File: src/logic/flash_seq_map.vh
// Constants for the serial flash command sequencer
// Behaviour
// RULE1: Block erase clears addressed 64K block to ones
// RULE2: Block erase needs opcode, three address bytes
// RULE3: Opcode eight clocks single, two clocks quad
// RULE4: Erase busy flag high, latch cleared, protection honoured
// RULE5: Full erase only when protection bits zero
// RULE6: Full erase opcode only, ends on boundary
// RULE7: Page write keeps final 256 data bytes
// RULE8: Page write wraps within page past end
// RULE9: Short page write leaves other bytes unchanged
// RULE10: Page write needs data, ends on byte
// RULE11: Program busy flag high, latch cleared, protection honoured
// RULE12: Host arms latch, quad allow before quad write
// RULE13: Host slows clock for quad page write
// RULE14: Deep sleep ignores all but release, signature, reset
// RULE15: Sleep entry on boundary after entry delay
// RULE16: Soft reset or power-up leaves deep sleep
// RULE17: Release waits wake delay when asleep
// RULE18: Release and signature refused while busy
// RULE19: Signature repeats while clocks continue
// RULE20: Maker and part read single line, MSB first
// RULE21: Address 01h swaps order, codes alternate
// RULE22: Erase or program ignored without write arm
`ifndef FLASH_SEQ_MAP_VH
`define FLASH_SEQ_MAP_VH
`define OP_WRITE_ARM 8'h06
`define OP_BLOCK_ERASE 8'hD8
`define OP_FULL_ERASE_A 8'h60
`define OP_FULL_ERASE_B 8'hC7
`define OP_PAGE_WRITE 8'h02
`define OP_QUAD_PAGE_WRITE 8'h38
`define OP_SLEEP_ENTRY 8'hB9
`define OP_SLEEP_RELEASE 8'hAB
`define OP_MAKER_PART 8'h90
`define OP_RESET_ARM 8'h66
`define OP_RESET_GO 8'h99
`define PAGE_BYTES 256
`define CLK_NS 100
`define BLOCK_ERASE_TIME_NS 20000
`define FULL_ERASE_TIME_NS 100000
`define PAGE_WRITE_TIME_NS 5000
`define SLEEP_ENTRY_DELAY_NS 10000
`define WAKE_DELAY_NS 30000
`define SIG_CODE 8'h5A
`define MAKER_CODE 8'hA5
`define PART_CODE 8'h5A
`endif

File: src/logic/sync2.v
// Two flip-flop synchroniser for one pin
`timescale 1ns/1ps
module sync2
(
    input wire i_clk_sys,
    input wire i_srst,
    input wire i_async,
    output wire o_sync
);
    reg meta_q;
    reg sync_q;
    // First stage is read only by the second
    always @(posedge i_clk_sys)
    begin
        if (i_srst)
        begin
            meta_q <= 1'b0;
            sync_q <= 1'b0;
        end
        else
        begin
            meta_q <= i_async;
            sync_q <= meta_q;
        end
    end
    assign o_sync = sync_q;
endmodule

File: src/logic/flash_seq.v
// Serial flash command sequencer: erase, program, sleep and ID reads
`timescale 1ns/1ps
`include "flash_seq_map.vh"
module flash_seq
#(
    parameter BLOCK_ERASE_CYC = (`BLOCK_ERASE_TIME_NS + `CLK_NS - 1) / `CLK_NS,
    parameter FULL_ERASE_CYC = (`FULL_ERASE_TIME_NS + `CLK_NS - 1) / `CLK_NS,
    parameter PAGE_WRITE_CYC = (`PAGE_WRITE_TIME_NS + `CLK_NS - 1) / `CLK_NS,
    parameter SLEEP_ENTRY_CYC = (`SLEEP_ENTRY_DELAY_NS + `CLK_NS - 1) / `CLK_NS,
    parameter WAKE_CYC = `WAKE_DELAY_NS / `CLK_NS
)
(
    input wire i_clk_sys,
    input wire i_srst,
    input wire i_chip_select_n,
    input wire i_sclk,
    input wire [3:0] i_quad_io_lines,
    output reg [3:0] o_quad_io_lines,
    output reg [3:0] o_quad_io_oe_n,
    input wire i_quad_cmd_mode,
    input wire i_quad_io_allow,
    input wire [3:0] i_protect_level_bits,
    output wire o_op_in_progress_flag,
    output wire o_write_arm_latch,
    output wire o_deep_sleep,
    output reg o_erase_go,
    output reg o_erase_full,
    output reg [7:0] o_erase_block,
    output reg o_prog_go,
    output reg [23:0] o_prog_page_addr,
    output reg [7:0] o_prog_rd_idx,
    input wire [7:0] i_prog_rd_idx,
    output reg [7:0] o_prog_rd_data,
    output reg o_prog_rd_valid
);
    // ****************************************
    // Timer loads
    // ****************************************
    // Sized to the countdown register so every load is an exact fit
    // Counts above 24 bits would not fit; the defaults stay far below that
    localparam [23:0] BLOCK_ERASE_T = BLOCK_ERASE_CYC;
    localparam [23:0] FULL_ERASE_T = FULL_ERASE_CYC;
    localparam [23:0] PAGE_WRITE_T = PAGE_WRITE_CYC;
    localparam [23:0] SLEEP_ENTRY_T = SLEEP_ENTRY_CYC;
    localparam [23:0] WAKE_T = WAKE_CYC;

    // ****************************************
    // Pin synchronisers
    // ****************************************
    wire cs_n_s;
    wire sclk_s;
    wire [3:0] io_s;
    // Select goes through inverted, so the flops' reset value is the idle pin
    // and no false select edge follows reset
    wire [5:0] pin_raw = {~i_chip_select_n, i_sclk, i_quad_io_lines};
    wire [5:0] pin_s;
    genvar g;
    generate
        for (g = 0; g < 6; g = g + 1)
        begin : g_sync
            sync2 u_sync
            (
                .i_clk_sys(i_clk_sys),
                .i_srst(i_srst),
                .i_async(pin_raw[g]),
                .o_sync(pin_s[g])
            );
        end
    endgenerate
    assign cs_n_s = ~pin_s[5];
    assign sclk_s = pin_s[4];
    assign io_s = pin_s[3:0];

    // Commands still taken while the sleep state holds
    function sleep_ok;
        input [7:0] op;
        begin
            sleep_ok = (op == `OP_SLEEP_RELEASE) || (op == `OP_RESET_ARM) ||
                (op == `OP_RESET_GO);
        end
    endfunction

    // ****************************************
    // Edge detect and bit counting
    // ****************************************
    reg cs_n_q, sclk_q;
    wire sclk_rise = sclk_s & ~sclk_q & ~cs_n_s;
    wire sclk_fall = ~sclk_s & sclk_q & ~cs_n_s;
    wire cs_fall = ~cs_n_s & cs_n_q;
    wire cs_rise = cs_n_s & ~cs_n_q;
    reg [12:0] bits_q;          // Bits taken this frame
    reg [7:0] sh_q;             // Byte shift register
    reg [7:0] op_q;
    reg [23:0] addr_q;
    reg [8:0] dcount_q;         // Data bytes taken, saturates at a page
    reg quad_q;                 // Current frame runs four lines wide
    reg [7:0] buf_q [0:255];
    reg [7:0] widx_q;
    reg wel_q, busy_q, sleep_q, reset_armed_q;
    reg [23:0] timer_q;
    reg [1:0] tkind_q;          // 0 none, 1 erase, 2 program, 3 sleep/wake
    reg wake_pend_q, sleep_pend_q;
    reg [7:0] out_sh_q;
    reg out_en_q, swap_q;
    reg [2:0] out_bit_q;

    wire [3:0] step = quad_q ? 4'd4 : 4'd1;
    wire [12:0] bits_n = bits_q + {9'd0, step};
    wire [7:0] sh_n = quad_q ? {sh_q[3:0], io_s} : {sh_q[6:0], io_s[0]};
    wire byte_done = sclk_rise & (bits_n[2:0] == 3'd0);
    // Wide enough that a page write frame of up to 1024 bytes never aliases onto address bytes
    wire [9:0] nbyte = bits_q[12:3];
    wire on_boundary = (bits_q[2:0] == 3'd0);
    wire prot = |i_protect_level_bits;
    wire [8:0] room_d = (dcount_q == 9'd256) ? 9'd256 : dcount_q + 9'd1;

    // Output data on falling edges, MSB first
    always @(posedge i_clk_sys)
    begin
        if (i_srst)
        begin
            o_quad_io_lines <= 4'h0;
            o_quad_io_oe_n <= 4'hF;
            out_bit_q <= 3'd0;
            swap_q <= 1'b0;
        end
        else if (cs_n_s)
        begin
            o_quad_io_oe_n <= 4'hF;
            out_bit_q <= 3'd0;
        end
        else if (sclk_fall && out_en_q)
        begin
            o_quad_io_oe_n <= 4'hD;
            o_quad_io_lines <= {2'b00, out_sh_q[~out_bit_q], 1'b0}; // RULE20
            out_bit_q <= out_bit_q + 3'd1;
            if (out_bit_q == 3'd7)
                swap_q <= ~swap_q; // RULE21
        end
        else if (cs_fall)
            swap_q <= 1'b0;
    end

    // ****************************************
    // Command decode and self-timed cycles
    // ****************************************
    always @(posedge i_clk_sys)
    begin
        if (i_srst)
        begin
            cs_n_q <= 1'b1;
            sclk_q <= 1'b0;
            bits_q <= 13'd0;
            sh_q <= 8'h00;
            op_q <= 8'h00;
            addr_q <= 24'h0;
            dcount_q <= 9'd0;
            quad_q <= 1'b0;
            widx_q <= 8'h00;
            wel_q <= 1'b0;
            busy_q <= 1'b0;
            sleep_q <= 1'b0; // RULE16
            reset_armed_q <= 1'b0;
            timer_q <= 24'd0;
            tkind_q <= 2'd0;
            wake_pend_q <= 1'b0;
            sleep_pend_q <= 1'b0;
            out_sh_q <= 8'h00;
            out_en_q <= 1'b0;
            o_erase_go <= 1'b0;
            o_erase_full <= 1'b0;
            o_erase_block <= 8'h00;
            o_prog_go <= 1'b0;
            o_prog_page_addr <= 24'h0;
        end
        else
        begin
            cs_n_q <= cs_n_s;
            sclk_q <= sclk_s;
            o_erase_go <= 1'b0;
            o_prog_go <= 1'b0;
            if (cs_fall)
            begin
                bits_q <= 13'd0;
                dcount_q <= 9'd0;
                out_en_q <= 1'b0;
                quad_q <= i_quad_cmd_mode; // RULE3
            end
            if (sclk_rise)
            begin
                bits_q <= bits_n;
                sh_q <= sh_n;
            end
            if (byte_done)
            begin
                if (nbyte == 10'd0)
                begin
                    op_q <= sh_n;
                    if (sh_n == `OP_QUAD_PAGE_WRITE && i_quad_io_allow)
                        quad_q <= 1'b1;
                    if (sh_n == `OP_SLEEP_RELEASE && !busy_q)
                    begin
                        out_sh_q <= `SIG_CODE; // RULE19
                        out_en_q <= 1'b1;
                    end
                end
                else if (nbyte <= 10'd3)
                    addr_q <= {addr_q[15:0], sh_n};
                else if (op_q == `OP_PAGE_WRITE || op_q == `OP_QUAD_PAGE_WRITE)
                begin
                    // Index wraps in the page, later bytes overwrite earlier
                    buf_q[widx_q] <= sh_n; // RULE7 RULE8
                    widx_q <= widx_q + 8'd1;
                    dcount_q <= room_d; // RULE9
                end
                if (nbyte == 10'd3)
                begin
                    widx_q <= sh_n;
                    if (op_q == `OP_MAKER_PART && !quad_q && !sleep_q)
                    begin
                        out_en_q <= 1'b1;
                        out_sh_q <= (sh_n == 8'h01) ? `PART_CODE : `MAKER_CODE; // RULE21
                    end
                end
            end
            if (out_en_q && op_q == `OP_MAKER_PART && out_bit_q == 3'd0)
                out_sh_q <= ((addr_q[7:0] == 8'h01) ^ swap_q) ? `PART_CODE : `MAKER_CODE;
            if (cs_rise && on_boundary && !busy_q)
            begin
                reset_armed_q <= 1'b0;
                case (op_q)
                    `OP_WRITE_ARM:
                        if (!sleep_q && nbyte == 10'd1)
                            wel_q <= 1'b1;
                    `OP_BLOCK_ERASE:
                        if (!sleep_q && wel_q && nbyte == 10'd4 && !prot) // RULE2 RULE22
                        begin
                            busy_q <= 1'b1; // RULE4
                            tkind_q <= 2'd1;
                            timer_q <= BLOCK_ERASE_T;
                            o_erase_go <= 1'b1; // RULE1
                            o_erase_full <= 1'b0;
                            o_erase_block <= addr_q[23:16];
                        end
                    `OP_FULL_ERASE_A, `OP_FULL_ERASE_B:
                        if (!sleep_q && wel_q && nbyte == 10'd1 && !prot) // RULE5 RULE6
                        begin
                            busy_q <= 1'b1;
                            tkind_q <= 2'd1;
                            timer_q <= FULL_ERASE_T;
                            o_erase_go <= 1'b1;
                            o_erase_full <= 1'b1;
                        end
                    `OP_PAGE_WRITE, `OP_QUAD_PAGE_WRITE:
                        if (!sleep_q && wel_q && nbyte >= 10'd5 && !prot) // RULE10 RULE22
                        begin
                            busy_q <= 1'b1; // RULE11
                            tkind_q <= 2'd2;
                            timer_q <= PAGE_WRITE_T;
                            o_prog_go <= 1'b1;
                            o_prog_page_addr <= addr_q;
                        end
                    `OP_SLEEP_ENTRY:
                        if (!sleep_q && nbyte == 10'd1) // RULE15
                        begin
                            sleep_pend_q <= 1'b1;
                            tkind_q <= 2'd3;
                            timer_q <= SLEEP_ENTRY_T;
                        end
                    `OP_SLEEP_RELEASE:
                        if (sleep_q) // RULE17 RULE18
                        begin
                            wake_pend_q <= 1'b1;
                            tkind_q <= 2'd3;
                            timer_q <= WAKE_T;
                        end
                    `OP_RESET_ARM:
                        reset_armed_q <= 1'b1;
                    `OP_RESET_GO:
                        // A pending sleep entry is dropped too, or it would re-enter sleep
                        if (reset_armed_q)
                        begin
                            sleep_q <= 1'b0; // RULE16
                            wel_q <= 1'b0;
                            sleep_pend_q <= 1'b0;
                            wake_pend_q <= 1'b0;
                            tkind_q <= 2'd0;
                        end
                    default:
                        reset_armed_q <= 1'b0;
                endcase
                if (sleep_q && !sleep_ok(op_q))
                    reset_armed_q <= 1'b0; // RULE14
            end
            // Countdown of the running timed action
            if (tkind_q != 2'd0)
            begin
                if (timer_q <= 24'd1)
                begin
                    tkind_q <= 2'd0;
                    if (busy_q)
                    begin
                        busy_q <= 1'b0;
                        wel_q <= 1'b0; // RULE4 RULE6 RULE11
                    end
                    if (sleep_pend_q)
                        sleep_q <= 1'b1;
                    if (wake_pend_q)
                        sleep_q <= 1'b0;
                    sleep_pend_q <= 1'b0;
                    wake_pend_q <= 1'b0;
                end
                else
                    timer_q <= timer_q - 24'd1;
            end
        end
    end

    // Program buffer read port for the array side
    always @(posedge i_clk_sys)
    begin
        if (i_srst)
        begin
            o_prog_rd_idx <= 8'h00;
            o_prog_rd_data <= 8'h00;
            o_prog_rd_valid <= 1'b0;
        end
        else
        begin
            o_prog_rd_idx <= i_prog_rd_idx;
            o_prog_rd_data <= buf_q[i_prog_rd_idx];
            // Bytes never received keep the page unchanged
            o_prog_rd_valid <= ({1'b0, i_prog_rd_idx - o_prog_page_addr[7:0]} < dcount_q);
        end
    end

    assign o_op_in_progress_flag = busy_q;
    assign o_write_arm_latch = wel_q;
    assign o_deep_sleep = sleep_q;
endmodule

File: config.mk
export PLATFORM = sky130hd
export DESIGN_NAME = flash_seq
export DESIGN_NICKNAME = d
export VERILOG_FILES = /design/src/logic/sync2.v /design/src/logic/flash_seq.v
export VERILOG_INCLUDE_DIRS = /design/src /design/src/logic
export SDC_FILE = /design/constraint.sdc
export NUM_CORES = 2
export LEC_CHECK = 0
export BUFFER_PORTS_ARGS = -buffer_cell sky130_fd_sc_hd__buf_2
export CORE_ASPECT_RATIO = 1.4
export CORE_MARGIN = 2
export CORE_UTILIZATION = 40
export DETAILED_ROUTE_END_ITERATION = 8
export HOLD_SLACK_MARGIN = 0.12
export PLACE_DENSITY = 0.65
export SYNTH_ARGS = -nofsm -noshare
export SYNTH_HDL_FRONTEND = slang
export SYNTH_SLANG_ARGS = --single-unit
File: constraint.sdc
create_clock -name i_clk_sys -period 8.57 [get_ports i_clk_sys]
set_clock_uncertainty 0.1 [all_clocks]
set_input_delay 1.714 -clock i_clk_sys [delete_from_list [all_inputs] [get_ports i_clk_sys]]
set_output_delay 1.714 -clock i_clk_sys [all_outputs]
set_load 0.005 [all_outputs]
Word-level counts from Yosys, hierarchy flattened. Memory sizes are Yosys's and may differ from the RTL's. A register that Yosys moved wholly into a read port is not among the register bits. Index checks and enable logic that the tools add are counted.

Bits in registers: 175. Memory bits (writable): 2048. Output and inout bits: 63. Input port bits: 22. Memories: 1.

Memories: buf_q (words 256, bits a word 8, rd ports 1, clocked after memory_dff 1, wr ports 1, line flash_seq.v:97) `reg [7:0] buf_q [0:255];`.

Bitwise gates (word level): 18. Magnitude comparators: 5. Reductions and logical operators: 50. $add $sub $neg: 6. Mux-type cells: 105. Eq/ne operators: 25.

Operators by type and width (number): 24-bit two-way mux (8); 24-bit one-hot mux with 5 select lines (1); 8-bit two-way mux (13); 1-bit two-way mux (57); 8-bit equality test, second input constant (7); 9-bit two-way mux (6); 13-bit two-way mux (2); 24-bit by 1-bit <= comparator with 1-bit output, second input constant (1); 24-bit by 1-bit subtractor with 24-bit output, second input constant (1); 1-bit logical AND (18); 2-bit two-way mux (9); 8-bit by 1-bit equality test with 1-bit output, second input constant (2); 8-bit by 6-bit equality test with 1-bit output, second input constant (2); 8-bit by 7-bit equality test with 1-bit output, second input constant (2); 13-bit by 3-bit adder with 13-bit output (1); 2-bit one-hot mux with 6 select lines (1); 3-bit AND reduction (4); 2-bit nonzero test (6); 10-bit by 1-bit equality test with 1-bit output, second input constant (1); 10-bit by 2-bit equality test with 1-bit output, second input constant (1); 10-bit by 3-bit equality test with 1-bit output, second input constant (1); 10-bit by 3-bit >= comparator with 1-bit output, second input constant (1); 10-bit by 2-bit <= comparator with 1-bit output, second input constant (1); 10-bit zero test (1); 28 further kinds (62).

Longest topological paths before layout.
Word-level depth: 10. Gate-level depth with buffers: 18. Depth with buffers taken out: 14.

Modules after synthesis. Synthesis repeated with hierarchy kept, for this count alone.

Cell total of the unflattened synthesis: 4816. Area, all modules: 87903.1 µm².

By module, submodules not included: flash_seq (seq. area each 64922.3 µm², cells each 4792, area each 87587.8 µm², times used 1); sync2 (seq. area each 40.0 µm², cells each 4, area each 52.6 µm², times used 6).

Worst setup path before layout. Ideal clock, no wire load.

Path type: input port to flip-flop. From: input i_prog_rd_idx[0]. To: register o_prog_rd_valid. Data arrival time: 4.964 ns. Data required time: 8.396 ns. Cell stages on the path: 16. Setup slack: 3.432 ns. Library setup time: 0.074 ns. Path buffers: 4. Path through: buf_2 buf_2 buf_1 buf_2 inv_1 ha_1 inv_1 fa_1 ha_1 a21boi_0 o21a_1 o21ai_0 nand2b_1 a211oi_1 o21bai_1 a31oi_1.

Cells in the longest elaborated chain, start to end: 2.

Ends and longest elaborated chain: start, declared (line flash_seq.v:32) `input wire [7:0] i_prog_rd_idx,`; 8-bit subtractor (line flash_seq.v:333) `o_prog_rd_valid <= ({1'b0, i_prog_rd_idx - o_prog_page_addr[7:0]} < dcount_q);`; 8-bit by 9-bit < comparator with 1-bit output (line flash_seq.v:333); end signal, assigned (line flash_seq.v:333); end, declared (line flash_seq.v:34) `output reg o_prog_rd_valid`.

No other way between the ends. A chain may end at the register's enable or synchronous reset.

Final worst setup path.
From: register quad_q. To: memory buf_q[67][0], enable pin.

Cells in the longest elaborated chain, start to end: 7.

Ends and longest elaborated chain: start, declared (line flash_seq.v:96) `reg quad_q;`; start signal, assigned (line flash_seq.v:187) `quad_q <= i_quad_cmd_mode;`; 3-bit two-way mux (line flash_seq.v:107) `wire [3:0] step = quad_q ? 4'd4 : 4'd1;`; 13-bit by 3-bit adder with 13-bit output (line flash_seq.v:108) `wire [12:0] bits_n = bits_q + {9'd0, step};`; 3-bit zero test (line flash_seq.v:110) `wire byte_done = sclk_rise & (bits_n[2:0] == 3'd0);`; 1-bit AND (line flash_seq.v:110); 1-bit two-way mux (line flash_seq.v:194) `if (byte_done)`; 1-bit two-way mux (line flash_seq.v:149) `if (i_srst)`; 1-bit two-way mux (implied by the code) (line flash_seq.v:212) `buf_q[widx_q] <= sh_n;`; end, declared (line flash_seq.v:97).

No other way between the ends.

==> results.cfg <==
[layout]
layout_commonest_cell = edfxtp_1
fin_util = 0.450
layout.nets = 4924
multi_input_area_um2 = 21300
area_delta_synth_final_pct = 12.0
ff_latch_area_um2 = 65200
layout_common_cells = edfxtp_1, mux4_2, nor2_1
layout-drive-gt1-share = 0.204
n_fill_cell = 18300

[routing]
first_pass_iters = 8
wl_mm = 222
post_drt_wl_per_cell_um = 28.1
antenna_left = 0
avgViaCountPerCell = 5.80
post-route-drc-count = 0
dr_total_vias = 45900
dr.first_iter.drc_count = 5673

[global_route]
antenna_found_initial = 11
grt_usage = 0.198
grt_pass1_wl_mm = 323
grt-ovfl-total = 0
grt_pass1_vias = 46400
grt_max_degree = 180

[place]
io_buffers = 78
dp_hpwl_mm = 136
place_congestion = 0.875

[yosys]
synth_compound_area_frac = 0.0374
synthMuxAreaShare = 0.143
syn_avg_cell_area_um2 = 18.3
async_flop_share = 0
netlist_instances = 4788
ys.flop_type = edfxtp_1
synthAdderAreaFrac = 0.00422
synth-edff-count = 2048
yosys.area_share.simple = 0.0540
synth_top_family_by_area = multiplexers
ys_warn_count = 0
ys_types = 80
synth-seq-area-share = 0.743
synthXorXnorAreaFrac = 0.00290
synth-seq-cells = 2231
synth_area_um2 = 87700

[worst_hold_path]
hp-class = reg2reg

[floorplanning]
fp.dieH_um = 558
row_count = 203
io_pins = 85
initial_core_util = 0.402
core-area_um2 = 218000
fp.dieW_um = 400
die-area_um2 = 223000

[clock_tree]
clockBufferDepth = 4
hold_buffers = 0
numCtsBuffers = 209
postCtsSetupBuffers = 0
cts_max_level = 4
cts_tree = built
post_cts_resized = 0
clkLatencyLatePin_ns = 0.88
cts_sinks = 2231
clk_pin_slew_ns = 0.07
clockRootBuffer = clkbuf_16

[power]
power.density_nw_per_um2 = 223
leakage_nw = 31.1
ir_drop_mv = 0.164

[setup_path]
cp-end-kind = flip-flop
crit_arrival_ns = 5.76
crit_path_start_kind = flip-flop
worst_ep_required_time_ns = 8.92
reg2reg_setup_slack_ns = 3.16
worst-setup-path-type = reg2reg
path_max_fanout = 16

[timing]
max_clock_freq_mhz = 185
setup_violations = 0
timing.final.crit_share = 0.632
worst_pin_slew_ns = 1.30
period_needed_ns = 5.41
finalHoldViolCount = 0
tns_ns = 0
rsz0062_at_grt = no
slew_headroom = 0.108
slew_viol_final = 0

[run_status]
outcome = finished, final reports clean

[job]
drv_cap = 0
-- synthesized netlist by cell type, types with 34 or more instances --
master       n  area [µm²]
a31oi_1     48         300
buf_1       42         158
a21oi_1    131         656
dfxtp_1    183        3660
clkbuf_1   186         698
mux4_2     508       11400
buf_2       47         235
o22ai_1     35         219
nor2b_1     34         213
o21ai_0     83         415
nor3_1      38         190
edfxtp_1  2048       61500
nand2_1    269        1010
mux2i_1     89         891
inv_1       48         180
nor2_1     473        1780
a211oi_1    40         300
nand3_1     56         280
-- critical path, stage by stage, from the launching register on --
cell and delay, ns:
dfxtp_1 0.77, inv_1 0.11, ha_1 0.23, ha_1 0.22
xor2_1 0.19, nor4_1 0.51, nand3_1 0.47, nor4b_1 0.75
nand2_1 0.74, nor2_1 0.89
-- per-stage QoR --
step | std cells | hold WS [ns] | setup slack [ns] | instance area [µm²] | power (W)
2_1_floorplan | 4792 | 0.311 | 3.43 | 87700 | 0.0125
3_3_place_gp | 7532 | 0.328 | 2.51 | 91400 | 0.0128
3_5_place_dp | 7532 | 0.337 | 2.50 | 91400 | 0.0128
4_1_cts | 7902 | 0.345 | 3.26 | 98200 | 0.0220
5_1_grt | 7903 | 0.351 | 2.79 | 98200 | 0.0225
6_report | 7905 | 0.336 | 3.16 | 98200 | 0.0219
-- flip-flops by register name, summed over array words and instances, names as in the netlist, 7 cells and up --
name              flops
buf_q              2048
widx_q                8
addr_q               24
out_sh_q              8
timer_q              24
dcount_q              9
o_prog_rd_idx         8
op_q                  8
bits_q               13
o_prog_page_addr     24
sh_q                  7
o_erase_block         8
o_prog_rd_data        8
-- power by group --
group	internal (W)	total [W]	leakage [nW]	switching (W)
Sequential	0.0118	0.0118	20.6	0.0000199
Combinational	0.000304	0.000791	7.24	0.000486
Clock	0.00532	0.00936	3.26	0.00403
-- final timing paths --
| check | from | to | cells past startpoint |
|---|---|---|---|
| max | quad_q | buf_q[67][0] | 9 |
| min reg2reg | g_sync[4].u_sync.meta_q | g_sync[4].u_sync.o_sync | 1 |
| min | g_sync[4].u_sync.meta_q | g_sync[4].u_sync.o_sync | 1 |
| max reg2reg | quad_q | buf_q[67][0] | 9 |
-- cells by family after synthesis --
| logic type | after synthesis |
|---|---|
| multiplexers | 615 |
| adder cells (fa/ha/maj) | 29 |
| AND/OR/NAND/NOR | 1050 |
| XOR/XNOR | 29 |
| flip-flops | 2231 |
| other | 2 |
| AO/OA/AOI/OAI | 501 |
| buffers and inverters | 331 |
-- metal layers --
layer | share of wire | track usage | vias up
li1 | - | - | 19400
met1 | 0.37 | 0.249 | 23900
met2 | 0.51 | 0.338 | 2103
met3 | 0.077 | 0.0337 | 462
met4 | 0.043 | 0.0810 | 4
met5 | 0.00010 | 0 | -
-- area by class of cell --
class | count | area share
clock inverter | 119 | 0.0132
inverter | 49 | 0.00233
clock buffer | 251 | 0.0561
antenna | 3 | 0.0000765
tap | 2870 | 0.0366
sequential | 2231 | 0.664
timing repair buffer | 152 | 0.0113
multi-input combinational | 2230 | 0.217
(Power assumes the default switching activity.)
